### config.mk
export PLATFORM = sky130hd
export DESIGN_NAME = ccg_clock_ctl
export DESIGN_NICKNAME = d
export VERILOG_FILES = /design/src/rtl/ccg_pkg.sv /design/src/rtl/ccg_prof_mem.sv /design/src/rtl/ccg_clock_ctl.sv
export VERILOG_INCLUDE_DIRS = /design/src /design/src/rtl
export SDC_FILE = /design/constraint.sdc
export NUM_CORES = 1
export LEC_CHECK = 0
export BUFFER_PORTS_ARGS = -buffer_cell sky130_fd_sc_hd__buf_2
export CAP_MARGIN = 10
export CORE_UTILIZATION = 30
export DETAILED_ROUTE_END_ITERATION = 10
export HOLD_SLACK_MARGIN = 0.12
export PLACE_DENSITY_LB_ADDON = 0.1
export SLEW_MARGIN = 20
export SYNTH_ARGS = -nofsm -noshare
export SYNTH_HDL_FRONTEND = slang
export SYNTH_HIERARCHICAL = 1
export SYNTH_SLANG_ARGS = --single-unit
### constraint.sdc
create_clock -name MCLK -period 5.08 [get_ports MCLK]
set_input_delay 0.254 -clock MCLK [delete_from_list [all_inputs] [get_ports MCLK]]
set_output_delay 0.254 -clock MCLK [all_outputs]
set_load 0.05 [all_outputs]
### src/rtl/ccg_cfg.svh
// Offsets, field positions, reset values and counts of the clock control core
`ifndef CCG_CFG_SVH
`define CCG_CFG_SVH
`define CCG_NUM_BANKS 4
`define CCG_NUM_DIV 5
`define CCG_NUM_OUT 8
`define CCG_PROF_WORDS 8
`define CCG_MEM_AW 5
`define CCG_MEM_WORDS 32
`define CCG_ADDR_MEM_BASE 32'h0000_0000
`define CCG_ADDR_MEM_LAST 32'h0000_007C
`define CCG_ADDR_STATUS 32'h0000_0080
`define CCG_HSIZE_WORD 3'h2
`define CCG_HI_BANK_LSB 16
`define CCG_BANK_W 9
`define CCG_PRE_W 6
`define CCG_DIV_W 7
`define CCG_PRE_RESET 6'h01
`define CCG_DIV_RESET 7'h02
`define CCG_BANK_RESET 9'h000
`define CCG_PRE_MIN 6'h01
`define CCG_DIV_MIN 7'h02
`define CCG_DIV_SEL_MAX 3'h4
`define CCG_LOCK_GOOD 4'h8
`define CCG_LAST_IDX 3'h7
`define CCG_ST_LOCKED 0
`define CCG_ST_BUSY 1
`define CCG_ST_PROF_LSB 2
`define CCG_ST_RUN_LSB 4
`define CCG_ST_GATE 8
`endif

### src/rtl/ccg_pkg.sv
// Types shared by the clock control core
package ccg_pkg;
   typedef enum logic [1:0] {
      OE_ON = 2'h0, OE_OFF = 2'h1, OE_FIRST = 2'h2, OE_SECOND = 2'h3
   } ccg_oe_mode_t;
   typedef enum logic [1:0] {
      LD_IDLE = 2'h0, LD_RUN = 2'h1, LD_LAST = 2'h3
   } ccg_ld_state_t;
   typedef enum logic [1:0] {
      RG_NONE = 2'h0, RG_MEM = 2'h1, RG_STATUS = 2'h2
   } ccg_region_t;
   typedef struct packed {
      ccg_oe_mode_t oe_b;
      ccg_oe_mode_t oe_a;
      logic idle_lvl;
      logic gate_en;
      logic [2:0] div_sel;
   } ccg_bank_cfg_t;
   typedef struct packed {
      logic [5:0] pre_ratio;
      logic [4:0][6:0] div_ratio;
      ccg_bank_cfg_t [3:0] bank;
   } ccg_profile_t;
   typedef struct packed {
      logic valid;
      logic write;
      ccg_region_t region;
      logic [4:0] widx;
   } ccg_ahb_req_t;
endpackage

### src/rtl/ccg_prof_mem.sv
// Profile store: one write port, two registered read ports
`include "ccg_cfg.svh"
module ccg_prof_mem (
   // Clock
   input logic clk,
   // Write port
   input logic we,
   input logic [4:0] waddr,
   input logic [31:0] wdata,
   // Read ports
   input logic [4:0] ra_addr,
   output logic [31:0] ra_data,
   input logic [4:0] rb_addr,
   output logic [31:0] rb_data
);
   logic [31:0] mem [`CCG_MEM_WORDS];

   always_ff @(posedge clk) begin
      if (we) begin
         mem[waddr] <= wdata;
      end
   end

   // Write-first so a read right behind a write sees the new word
   always_ff @(posedge clk) begin
      ra_data <= (we && waddr == ra_addr) ? wdata : mem[ra_addr];
      rb_data <= (we && waddr == rb_addr) ? wdata : mem[rb_addr];
   end
endmodule

### src/rtl/ccg_clock_ctl.sv
// Clock control core: profiles, dividers, sync gating, enables, lock flag
//
// Local design decisions: the register addresses and the AHB-Lite interface to the registers.
`include "ccg_cfg.svh"
module ccg_clock_ctl
   import ccg_pkg::*;
(
   // Clock and reset
   input logic MCLK,
   input logic NRST,
   // AHB-Lite slave
   input logic HSEL,
   input logic [31:0] HADDR,
   input logic [1:0] HTRANS,
   input logic HWRITE,
   input logic [2:0] HSIZE,
   input logic [31:0] HWDATA,
   input logic HREADY,
   output logic [31:0] HRDATA,
   output logic HREADYOUT,
   output logic HRESP,
   // Clock inputs and selects
   input logic REF_PAIR_A,
   input logic REF_PAIR_B,
   input logic REF_INPUT_SELECT,
   input logic FEEDBACK_PAIR_A,
   input logic FEEDBACK_PAIR_B,
   input logic FEEDBACK_INPUT_SELECT,
   // Control pins
   input logic SYNC_OUTPUT_GATE,
   input logic OUTPUT_ENABLE_FIRST,
   input logic OUTPUT_ENABLE_SECOND,
   input logic GLOBAL_TRISTATE_CTL,
   input logic PROFILE_SEL_BIT0,
   input logic PROFILE_SEL_BIT1,
   input logic LOOP_BYPASS,
   input logic LOOP_RESET,
   // Outputs
   output logic PLL_PHASE_ALIGNED_N,
   output logic [7:0] BANK_OUT,
   output logic [7:0] BANK_OE_N
);
   function automatic ccg_region_t ccg_decode(input logic [31:0] a);
      if (a <= `CCG_ADDR_MEM_LAST) begin
         return RG_MEM;
      end else if (a == `CCG_ADDR_STATUS) begin
         return RG_STATUS;
      end else begin
         return RG_NONE;
      end
   endfunction

   function automatic logic [6:0] ccg_div_next(input logic [6:0] cnt, input logic [6:0] r);
      logic [6:0] lim;
      lim = (r < `CCG_DIV_MIN) ? `CCG_DIV_MIN : r;
      return (cnt + 7'h01 >= lim) ? 7'h00 : cnt + 7'h01;
   endfunction

   function automatic logic [2:0] ccg_sel(input logic [2:0] s);
      return (s > `CCG_DIV_SEL_MAX) ? 3'h0 : s;
   endfunction

   function automatic logic ccg_oe_on(input ccg_oe_mode_t m, input logic f, input logic s);
      case (m)
         OE_ON: return 1'b1;
         OE_FIRST: return f;
         OE_SECOND: return s;
         default: return 1'b0;
      endcase
   endfunction

   logic [1:0] rst_sync_reg;
   logic rst_n;
   ccg_ahb_req_t req_reg;
   logic ahb_go;
   logic [31:0] status_reg;
   logic mem_we;
   logic [31:0] mem_a_data, mem_b_data;
   ccg_ld_state_t ld_state_reg;
   logic [2:0] ld_idx_reg, cap_idx_reg;
   logic cap_vld_reg, reload_reg, wr_active;
   logic [1:0] prof_reg, prof_pin;
   ccg_profile_t cfg_reg;
   logic ref_lvl, fb_lvl, ref_prev_reg, fb_prev_reg, ref_rise, fb_rise;
   logic [5:0] pre_cnt_reg;
   logic pre_pulse_reg, div_tick;
   logic [6:0] div_cnt_reg [`CCG_NUM_DIV];
   logic [4:0] div_clk_reg;
   logic sg_meta_reg, sg_sync_reg;
   logic [3:0] run_reg, bank_out_reg, bank_clk;
   logic [7:0] oe_n_reg;
   logic seen_reg, aligned_n_reg;
   logic [3:0] good_reg;

   // Reset release through two flops
   always_ff @(posedge MCLK or negedge NRST) begin
      if (!NRST) begin
         rst_sync_reg <= 2'h0;
      end else begin
         rst_sync_reg <= {rst_sync_reg[0], 1'b1};
      end
   end
   assign rst_n = rst_sync_reg[1];

   // Bus slave: zero wait states, always OKAY
   assign ahb_go = HSEL && HTRANS[1] && HREADY && HSIZE == `CCG_HSIZE_WORD;
   always_ff @(posedge MCLK or negedge rst_n) begin
      if (!rst_n) begin
         req_reg <= '0;
         status_reg <= 32'h0000_0000;
      end else if (HREADY) begin
         req_reg <= '{valid: ahb_go, write: HWRITE, region: ccg_decode(HADDR),
                      widx: HADDR[6:2]};
         status_reg <= 32'h0000_0000;
         status_reg[`CCG_ST_LOCKED] <= !aligned_n_reg;
         status_reg[`CCG_ST_BUSY] <= ld_state_reg != LD_IDLE;
         status_reg[`CCG_ST_PROF_LSB +: 2] <= prof_reg;
         status_reg[`CCG_ST_RUN_LSB +: 4] <= run_reg;
         status_reg[`CCG_ST_GATE] <= sg_sync_reg;
      end
   end
   assign HREADYOUT = 1'b1;
   assign HRESP = 1'b0;
   assign mem_we = req_reg.valid && req_reg.write && req_reg.region == RG_MEM;
   always_comb begin
      HRDATA = 32'h0000_0000;
      if (req_reg.valid && !req_reg.write && req_reg.region == RG_MEM) begin
         HRDATA = mem_a_data;
      end else if (req_reg.valid && !req_reg.write && req_reg.region == RG_STATUS) begin
         HRDATA = status_reg;
      end
   end

   ccg_prof_mem u_mem (
      .clk(MCLK),
      .we(mem_we),
      .waddr(req_reg.widx),
      .wdata(HWDATA),
      .ra_addr(HADDR[6:2]),
      .ra_data(mem_a_data),
      .rb_addr({prof_reg, ld_idx_reg}),
      .rb_data(mem_b_data)
   );

   // Profile loader walks the eight words of the chosen profile
   assign prof_pin = {PROFILE_SEL_BIT1, PROFILE_SEL_BIT0};
   assign wr_active = mem_we && req_reg.widx[4:3] == prof_reg;
   always_ff @(posedge MCLK or negedge rst_n) begin
      if (!rst_n) begin
         ld_state_reg <= LD_IDLE;
         ld_idx_reg <= 3'h0;
         prof_reg <= 2'h0;
         reload_reg <= 1'b0;
      end else begin
         case (ld_state_reg)
            LD_IDLE: begin
               if (prof_pin != prof_reg || reload_reg || wr_active) begin
                  prof_reg <= prof_pin;
                  ld_idx_reg <= 3'h0;
                  reload_reg <= 1'b0;
                  ld_state_reg <= LD_RUN;
               end
            end
            LD_RUN: begin
               reload_reg <= reload_reg | wr_active;
               ld_idx_reg <= ld_idx_reg + 3'h1;
               if (ld_idx_reg == `CCG_LAST_IDX) begin
                  ld_state_reg <= LD_LAST;
               end
            end
            default: begin
               reload_reg <= reload_reg | wr_active;
               ld_state_reg <= LD_IDLE;
            end
         endcase
      end
   end

   always_ff @(posedge MCLK or negedge rst_n) begin
      if (!rst_n) begin
         cap_vld_reg <= 1'b0;
         cap_idx_reg <= 3'h0;
         cfg_reg.pre_ratio <= `CCG_PRE_RESET;
         cfg_reg.div_ratio <= {`CCG_NUM_DIV{`CCG_DIV_RESET}};
         cfg_reg.bank <= {`CCG_NUM_BANKS{`CCG_BANK_RESET}};
      end else begin
         cap_vld_reg <= ld_state_reg == LD_RUN;
         cap_idx_reg <= ld_idx_reg;
         if (cap_vld_reg) begin
            case (cap_idx_reg)
               3'h0: cfg_reg.pre_ratio <= mem_b_data[`CCG_PRE_W-1:0];
               3'h6: begin
                  cfg_reg.bank[0] <= mem_b_data[`CCG_BANK_W-1:0];
                  cfg_reg.bank[1] <= mem_b_data[`CCG_HI_BANK_LSB +: `CCG_BANK_W];
               end
               3'h7: begin
                  cfg_reg.bank[2] <= mem_b_data[`CCG_BANK_W-1:0];
                  cfg_reg.bank[3] <= mem_b_data[`CCG_HI_BANK_LSB +: `CCG_BANK_W];
               end
               default: cfg_reg.div_ratio[cap_idx_reg - 3'h1] <= mem_b_data[`CCG_DIV_W-1:0];
            endcase
         end
      end
   end

   // Input selection and pre-divider
   assign ref_lvl = REF_INPUT_SELECT ? REF_PAIR_B : REF_PAIR_A;
   // Feedback buffer is off while outputs are floated
   assign fb_lvl = (FEEDBACK_INPUT_SELECT ? FEEDBACK_PAIR_B : FEEDBACK_PAIR_A)
                   && !GLOBAL_TRISTATE_CTL;
   assign ref_rise = ref_lvl && !ref_prev_reg;
   assign fb_rise = fb_lvl && !fb_prev_reg;
   always_ff @(posedge MCLK or negedge rst_n) begin
      if (!rst_n) begin
         ref_prev_reg <= 1'b0;
         fb_prev_reg <= 1'b0;
      end else begin
         ref_prev_reg <= ref_lvl;
         fb_prev_reg <= fb_lvl;
      end
   end

   always_ff @(posedge MCLK or negedge rst_n) begin
      if (!rst_n) begin
         pre_cnt_reg <= 6'h00;
         pre_pulse_reg <= 1'b0;
      end else if (LOOP_RESET) begin
         pre_cnt_reg <= 6'h00;
         pre_pulse_reg <= 1'b0;
      end else begin
         pre_pulse_reg <= 1'b0;
         if (ref_rise) begin
            if (pre_cnt_reg + 6'h01 >= cfg_reg.pre_ratio) begin
               pre_cnt_reg <= 6'h00;
               pre_pulse_reg <= 1'b1;
            end else begin
               pre_cnt_reg <= pre_cnt_reg + 6'h01;
            end
         end
      end
   end

   // Oscillator stands in as one tick per cycle; bypass takes the pre-divider
   assign div_tick = LOOP_BYPASS ? pre_pulse_reg : 1'b1;

   for (genvar d = 0; d < `CCG_NUM_DIV; d++) begin : g_div
      logic [6:0] nxt;
      assign nxt = ccg_div_next(div_cnt_reg[d], cfg_reg.div_ratio[d]);
      always_ff @(posedge MCLK or negedge rst_n) begin
         if (!rst_n) begin
            div_cnt_reg[d] <= 7'h00;
            div_clk_reg[d] <= 1'b0;
         end else if (LOOP_RESET) begin
            div_cnt_reg[d] <= 7'h00;
            div_clk_reg[d] <= 1'b0;
         end else if (div_tick) begin
            div_cnt_reg[d] <= nxt;
            div_clk_reg[d] <= nxt < (cfg_reg.div_ratio[d] >> 1);
         end
      end
   end

   // Gate synchroniser
   always_ff @(posedge MCLK or negedge rst_n) begin
      if (!rst_n) begin
         sg_meta_reg <= 1'b0;
         sg_sync_reg <= 1'b0;
      end else begin
         sg_meta_reg <= SYNC_OUTPUT_GATE;
         sg_sync_reg <= sg_meta_reg;
      end
   end

   for (genvar b = 0; b < `CCG_NUM_BANKS; b++) begin : g_bank
      ccg_bank_cfg_t bc;
      assign bc = cfg_reg.bank[b];
      assign bank_clk[b] = div_clk_reg[ccg_sel(bc.div_sel)];
      always_ff @(posedge MCLK or negedge rst_n) begin
         if (!rst_n) begin
            run_reg[b] <= 1'b1;
            bank_out_reg[b] <= 1'b0;
         end else begin
            if (!bc.gate_en) begin
               run_reg[b] <= 1'b1;
            end else if (bank_clk[b] == bc.idle_lvl) begin
               // Only at idle level, so neither edge of the gate cuts a pulse
               run_reg[b] <= sg_sync_reg;
            end
            bank_out_reg[b] <= run_reg[b] ? bank_clk[b] : bc.idle_lvl;
         end
      end
      for (genvar k = 0; k < 2; k++) begin : g_oe
         ccg_oe_mode_t m;
         assign m = k ? bc.oe_b : bc.oe_a;
         always_ff @(posedge MCLK or negedge rst_n) begin
            if (!rst_n) begin
               oe_n_reg[2*b+k] <= 1'b1;
            end else begin
               oe_n_reg[2*b+k] <= GLOBAL_TRISTATE_CTL
                  || !ccg_oe_on(m, OUTPUT_ENABLE_FIRST, OUTPUT_ENABLE_SECOND);
            end
         end
         assign BANK_OUT[2*b+k] = bank_out_reg[b];
      end
   end
   assign BANK_OE_N = oe_n_reg;

   // Lock: every reference edge must see a feedback edge since the previous one
   always_ff @(posedge MCLK or negedge rst_n) begin
      if (!rst_n) begin
         seen_reg <= 1'b0;
         good_reg <= 4'h0;
         aligned_n_reg <= 1'b1;
      end else if (LOOP_RESET || GLOBAL_TRISTATE_CTL) begin
         seen_reg <= 1'b0;
         good_reg <= 4'h0;
         aligned_n_reg <= 1'b1;
      end else begin
         if (ref_rise) begin
            seen_reg <= fb_rise;
            if (!(seen_reg || fb_rise)) begin
               good_reg <= 4'h0;
            end else if (good_reg != `CCG_LOCK_GOOD) begin
               good_reg <= good_reg + 4'h1;
            end
         end else if (fb_rise) begin
            seen_reg <= 1'b1;
         end
         aligned_n_reg <= good_reg != `CCG_LOCK_GOOD;
      end
   end
   assign PLL_PHASE_ALIGNED_N = aligned_n_reg;
endmodule

==> impl_metrics.csv, run 1 <==
group,metric,value,unit
worst_setup_path,worst-path-buf-inv,2,
worst_hold_path,holdCritPathClass,"primary input to flip-flop",
clock_network,post_cts_buffers,0,
route,wl_per_cell,27.3,um
timing,clock_skew,0.0317,ns
worst_setup_path,cp_slowest_cell,"dfxtp_4",
clock_network,ctsLongestPathBuffers,3,
status,status,"completed",
worst_setup_path,cpPeakStageDelay,0.80,ns
power_and_ir_drop,swShare,31.8,%
floorplan,initial_utilization,30.3,%
timing,timing.fmax,0.240,GHz
timing,timing.final.crit_period,4.16,ns
timing,final_max_slew_viol_count,0,
timing,setup_tns,0,ns
grt,antenna_found_initial,18,
route,routed_wl,182,mm
clock_network,cts_buffers,146,
floorplan,dieArea,187000,um^2
worst_setup_path,crit_top_cell,"a22o_1",
power_and_ir_drop,p_clk_share,34.4,%
power_and_ir_drop,vdd_ir_drop_max,250,uV
timing,timing_hold_violations_final,0,
worst_setup_path,crit_chain,"buf_4, mux2i_1, a22o_1, nor3_1, a31oi_1, nand3_1, a22o_1, buf_2",
clock_network,numClockSinks,1216,
timing,setup_viol,0,
worst_setup_path,path_class,"flip-flop to output port",
grt,grt_max_degree,96,
timing,period_share,82.0,%
route,num_vias,33900,
route,drt_iter0_drc,2021,
power_and_ir_drop,cellLeakagePower,24.4,nW
grt,track_usage,19.4,%
power_and_ir_drop,power.density,452,nW/um^2
synth,syn_avg_cell_area,14.3,um^2
run,maxCapViolCount,0,
grt,gr-total-overflow,0,
timing,rsz0062_at_grt,"false",
placed_design,hpwlAfterDp,107,mm
timing,timing.slew.headroom,23.2,%
grt,grt_pass1_vias,34500,
clock_network,cts_tree,"done",
clock_network,clkTransAtPathRegs,0.05,ns
route,via_per_inst,5.09,
floorplan,core-area,184000,um^2
synth,netlist_instances,3884,
placed_design,io_buffer_count,135,
power_and_ir_drop,p_int,0.0199,W
floorplan,row_count,157,
worst_setup_path,critical_path.endpoint_type,"output port",
floorplan,die_height,433,um
power_and_ir_drop,total_power,0.0292,W
cells_and_area,largest_reg_flops,1024,
clock_network,h-tree-depth,4,
grt,grt_first_pass_wirelength,258,mm
cells_and_area,area_growth_syn_to_layout,16.2,%
synth,ys_warn_count,6,
worst_setup_path,setup.worst_path.start_class,"flip-flop",
power_and_ir_drop,switchingPower,0.00930,W
cells_and_area,drive_gt1_share,15.9,%
cells_and_area,nets,4261,
floorplan,num_io_pins,139,
worst_setup_path,path_max_fanout,29,
worst_setup_path,crit_family,"compound AO/OA/AOI/OAI gates",
clock_network,cts_root_buf,"clkbuf_16",
clock_network,worst_skew_pair.late_latency,0.80,ns
synth,synth.cell_area,55700,um^2
timing,worst_pin_slew,1.14,ns
route,ant_nets,0,
worst_setup_path,worstPathArrival,3.91,ns
route,drt-pass1-iter-count,5,
cells_and_area,fillers,17700,
power_and_ir_drop,comb_power_share,24.8,%
placed_design,gp_congestion,0.749,
worst_setup_path,cp.required,4.83,ns
floorplan,die_w,433,um
route,drc,0,
power_and_ir_drop,seqPwrFrac,40.8,%
[layer usage]
layer  routed length [um]  global-route usage [%]  vias up
li1                     -                       -    15300
met1                86900                    27.3    17700
met2                84900                    31.2      676
met3                 6720                    2.76      227
met4                 3740                    4.68        6
met5                   34                       0        -
[area by class of cell]
type                       instances  area, um^2  area share (%)
antenna                            5        12.5          0.0194
timing repair buffer             335        2700            4.18
multi-input combinational       2303       18400            28.5
clock buffer                     197        4040            6.25
tap                             2464        3080            4.77
sequential                      1216       35500            55.0
clock inverter                    59         518           0.801
inverter                          91         342           0.528
[power by group through the flow]
stage / Clock (W) / Combinational (W) / Sequential, W
final: 0.0101 / 0.00724 / 0.0119
after global routing: 0.0107 / 0.00782 / 0.0120
after CTS: 0.0104 / 0.00737 / 0.0119
after detailed placement: 0 / 0.00730 / 0.0121
after global placement: 0 / 0.00729 / 0.0121
after floorplan: 0 / 0.00496 / 0.0120
[placed cells by master, fill, tap and decap left out, types with 21 or more instances in the layout]
cell and count:
edfxtp_1 1024, mux2i_1 809, nand2_1 184, a21oi_1 184
nand3_1 180, dfrtp_1 162, clkbuf_16 152, a22oi_1 151
a22o_1 141, buf_2 135, buf_4 107, mux2_2 97
inv_1 90, ha_1 80, a31oi_1 70, nor2_1 68
dlygate4sd3_1 64, nor3_1 57, clkbuf_1 38, nor2_4 35
buf_12 29, xor2_1 28, and2_1 25, clkinv_1 22
nor2b_1 21, clkinv_2 21
[per-stage QoR]
step | utilization, % | hold WS [ns] | instances | setup WS, ns | instance area (um^2)
floorplan | - | -0.0416 | 3885 | 1.87 | 55700
global placement | 32.4 | 0.0398 | 6345 | 1.62 | 59400
detailed placement | 32.4 | 0.0446 | 6345 | 1.52 | 59400
CTS | 35.2 | 0.121 | 6665 | 0.784 | 64600
global route | 35.2 | 0.170 | 6667 | 0.702 | 64700
finish | 35.2 | 0.183 | 6670 | 0.917 | 64700
[path summary, 6_finish.rpt]
| kind | slack (ns) | cells after the start | end | startpoint |
|---|---|---|---|---|
| max in group asynchronous | 3.67 | 1 | req_reg[3] | rst_sync_reg[1] |
| setup / recovery | 0.92 | 8 | HRDATA[4] | flip-flop |
| setup reg to reg | 1.49 | 5 | u_mem/mem[8][29] | req_reg[7] |
| hold reg to reg | 0.30 | 0 | good_reg[3] | rst_sync_reg[1] |
| min in group asynchronous | 0.30 | 0 | good_reg[3] | rst_sync_reg[1] |
| hold / removal | 0.18 | 5 | BANK_OE_N[4] | OUTPUT_ENABLE_FIRST |
[timing repair]
item                      in CTS  in global routing
gates resized for setup        0                  0
hold buffers                  64                  0
hold endpoints to repair    1080                  0
[tightest hold or removal path: stages]
cell	delay [ns]
buf_2	0.12
inv_1	0.22
a21oi_1	0.10
a31oi_1	0.12
or2_2	0.11
Note: power is estimated with default switching activity, not from simulation.
==> run 2, diff against run 1 <==
Clock period 5.08 ns to 3.4 ns, I/O delays scaled along.
==> run 2 against run 1 <==
  * Combinational power is 64% higher
  * Sequential share of layout area fell by 2.0 points
  * Setup slack lost 0.85 ns
  * Critical endpoint is now HRDATA[8]
  * Largest cell class unchanged
  * Largest power group unchanged
  * Highest routed layer unchanged
==> impl_metrics.csv, run 2 (same netlist as run 1, synthesis figures left out) <==
group,metric,value,unit
worst_setup_path,r2r-start,"div_cnt_reg[14]",
clock_network,h-tree-depth,4,
route,drt_iter0_drc,2692,
cells_and_area,drive_gt1_share,19.0,%
grt,grt_max_degree,79,
route,drc,0,
timing,timing.fmax,0.300,GHz
floorplan,core-area,184000,um^2
timing,setup_viol,0,
timing,setup_tns,0,ns
cells_and_area,final_common_cell,"edfxtp_1",
clock_network,cts_buffers,145,
grt,track_usage,20.5,%
worst_setup_path,path_class,"flip-flop to output port",
worst_hold_path,holdCritPathClass,"primary input to flip-flop",
route,via_per_inst,5.14,
cells_and_area,finish.utilization,36.5,%
worst_setup_path,setup.worst_path.start_class,"flip-flop",
floorplan,row_count,157,
timing,period_share,98.2,%
worst_setup_path,cp.required,3.23,ns
route,wl_per_cell,28.6,um
placed_design,io_buffer_count,135,
worst_setup_path,path_max_fanout,12,
worst_hold_path,hp-start,"OUTPUT_ENABLE_FIRST",
placed_design,gp_congestion,0.768,
floorplan,die_height,433,um
placed_design,hpwlAfterDp,108,mm
clock_network,clkTransAtPathRegs,0.05,ns
timing,timing.final.crit_period,3.34,ns
grt,grt_first_pass_wirelength,269,mm
timing,timing.slew.headroom,40.8,%
grt,gr-total-overflow,0,
clock_network,numClockSinks,1216,
cells_and_area,final_cell_mix,"edfxtp_1 (1,024), mux2i_1 (807), nand2_1 (184), a21oi_1 (184), nand3_1 (160)",
route,drt-pass1-iter-count,5,
route,wl_met2,88.3,mm
cells_and_area,area_growth_syn_to_layout,20.5,%
route,routed_wl,194,mm
route,wl_met1,92.1,mm
clock_network,cts_tree,"done",
power_and_ir_drop,cellLeakagePower,25.4,nW
clock_network,ctsLongestPathBuffers,3,
floorplan,die_w,433,um
floorplan,dieArea,187000,um^2
worst_setup_path,critical_path.endpoint_type,"output port",
clock_network,cts_root_buf,"clkbuf_16",
cells_and_area,nets,4371,
worst_setup_path,cp_slowest_cell,"dfxtp_4",
worst_setup_path,cpPeakStageDelay,0.45,ns
worst_setup_path,crit_chain,"buf_12, buf_12, buf_6, mux2i_1, a22o_1, nor3_1, a31oi_1, nand3_2, a22o_1, buf_2",
route,top_layer,"met5",
clock_network,worst_skew_pair.late_latency,0.79,ns
timing,worst_pin_slew,0.887,ns
power_and_ir_drop,power.density,665,nW/um^2
worst_setup_path,worstPathArrival,3.17,ns
route,num_vias,34900,
timing,clock_skew,0.0282,ns
power_and_ir_drop,total_power,0.0446,W
grt,grt_pass1_vias,34900,
power_and_ir_drop,vdd_ir_drop_max,377,uV
timing,final_max_slew_viol_count,0,
grt,antenna_found_initial,19,
floorplan,num_io_pins,139,
route,ant_nets,0,
cells_and_area,largest_reg_flops,1024,
timing,rsz0062_at_grt,"true",
run,maxCapViolCount,0,
worst_setup_path,ff2ff_setup_slack,0.27,ns
floorplan,initial_utilization,30.3,%
route,dr_wl_met3,9.32,mm
status,status,"completed",
timing,timing_hold_violations_final,0,
run 2: through the flow:
step	setup slack (ns)	cells	instance area [um^2]	hold WS (ns)
after floorplan	0.195	3885	55700	-0.126
after global placement	0.187	6402	60600	-0.0445
after detailed placement	0.180	6402	60600	-0.0443
after CTS	-0.0676	6761	66500	0.125
after global routing	-0.0814	6786	67100	0.181
final	0.0628	6788	67100	0.178
run 2: critical path, delay by kind of cell, from the launching register on:
kind            cells  cell delay, ns
mux                 1            0.21
compound gates      3            0.72
flops               1            0.45
simple gates        2            0.30
buf+inv             4            0.69
run 2: timing repair:
item / CTS / global route
pin swaps: 8 / 21
resized for setup: 65 / 43
hold buffers: 70 / 0
setup buffers: 18 / 15
endpoints found under the setup margin: 30 / 30
cloned: 9 / 6
endpoints found under the hold margin: 1088 / 0
run 2: layer usage:
metal / GRT usage (%) / vias up
met5: 0 / -
met4: 5.55 / 2
met3: 3.47 / 253
met2: 32.0 / 863
met1: 29.1 / 18200
li1: - / 15600
run 2: power by group:
part	internal (W)	leakage, nW	switching (W)	total (W)
clock network	0.00864	2.22	0.00638	0.0150
registers	0.0170	11.5	0.000712	0.0177
logic	0.00457	11.7	0.00732	0.0119
total	0.0302	25.4	0.0144	0.0446
run 2: layout make-up:
cell class / instances / area [um^2]
clock inverters: 72 / 588
diodes: 6 / 15.0
inverters: 91 / 342
repair buffers: 446 / 4870
well taps: 2464 / 3080
clock buffers: 190 / 3940
flip-flops and latches: 1216 / 35500
multi-input cells: 2303 / 18700
fillers: 17500 / 117000
run 2: path summary, 6_finish.rpt:
check / endpoint / cells past startpoint
hold reg to reg: sg_sync_reg / 0
setup reg to reg: div_clk_reg[2] / 13
min in group asynchronous: rst_sync_reg[1] / 3
max in group asynchronous: BANK_OE_N[4] / 1
setup / recovery: HRDATA[8] / 10
hold / removal: BANK_OE_N[0] / 5
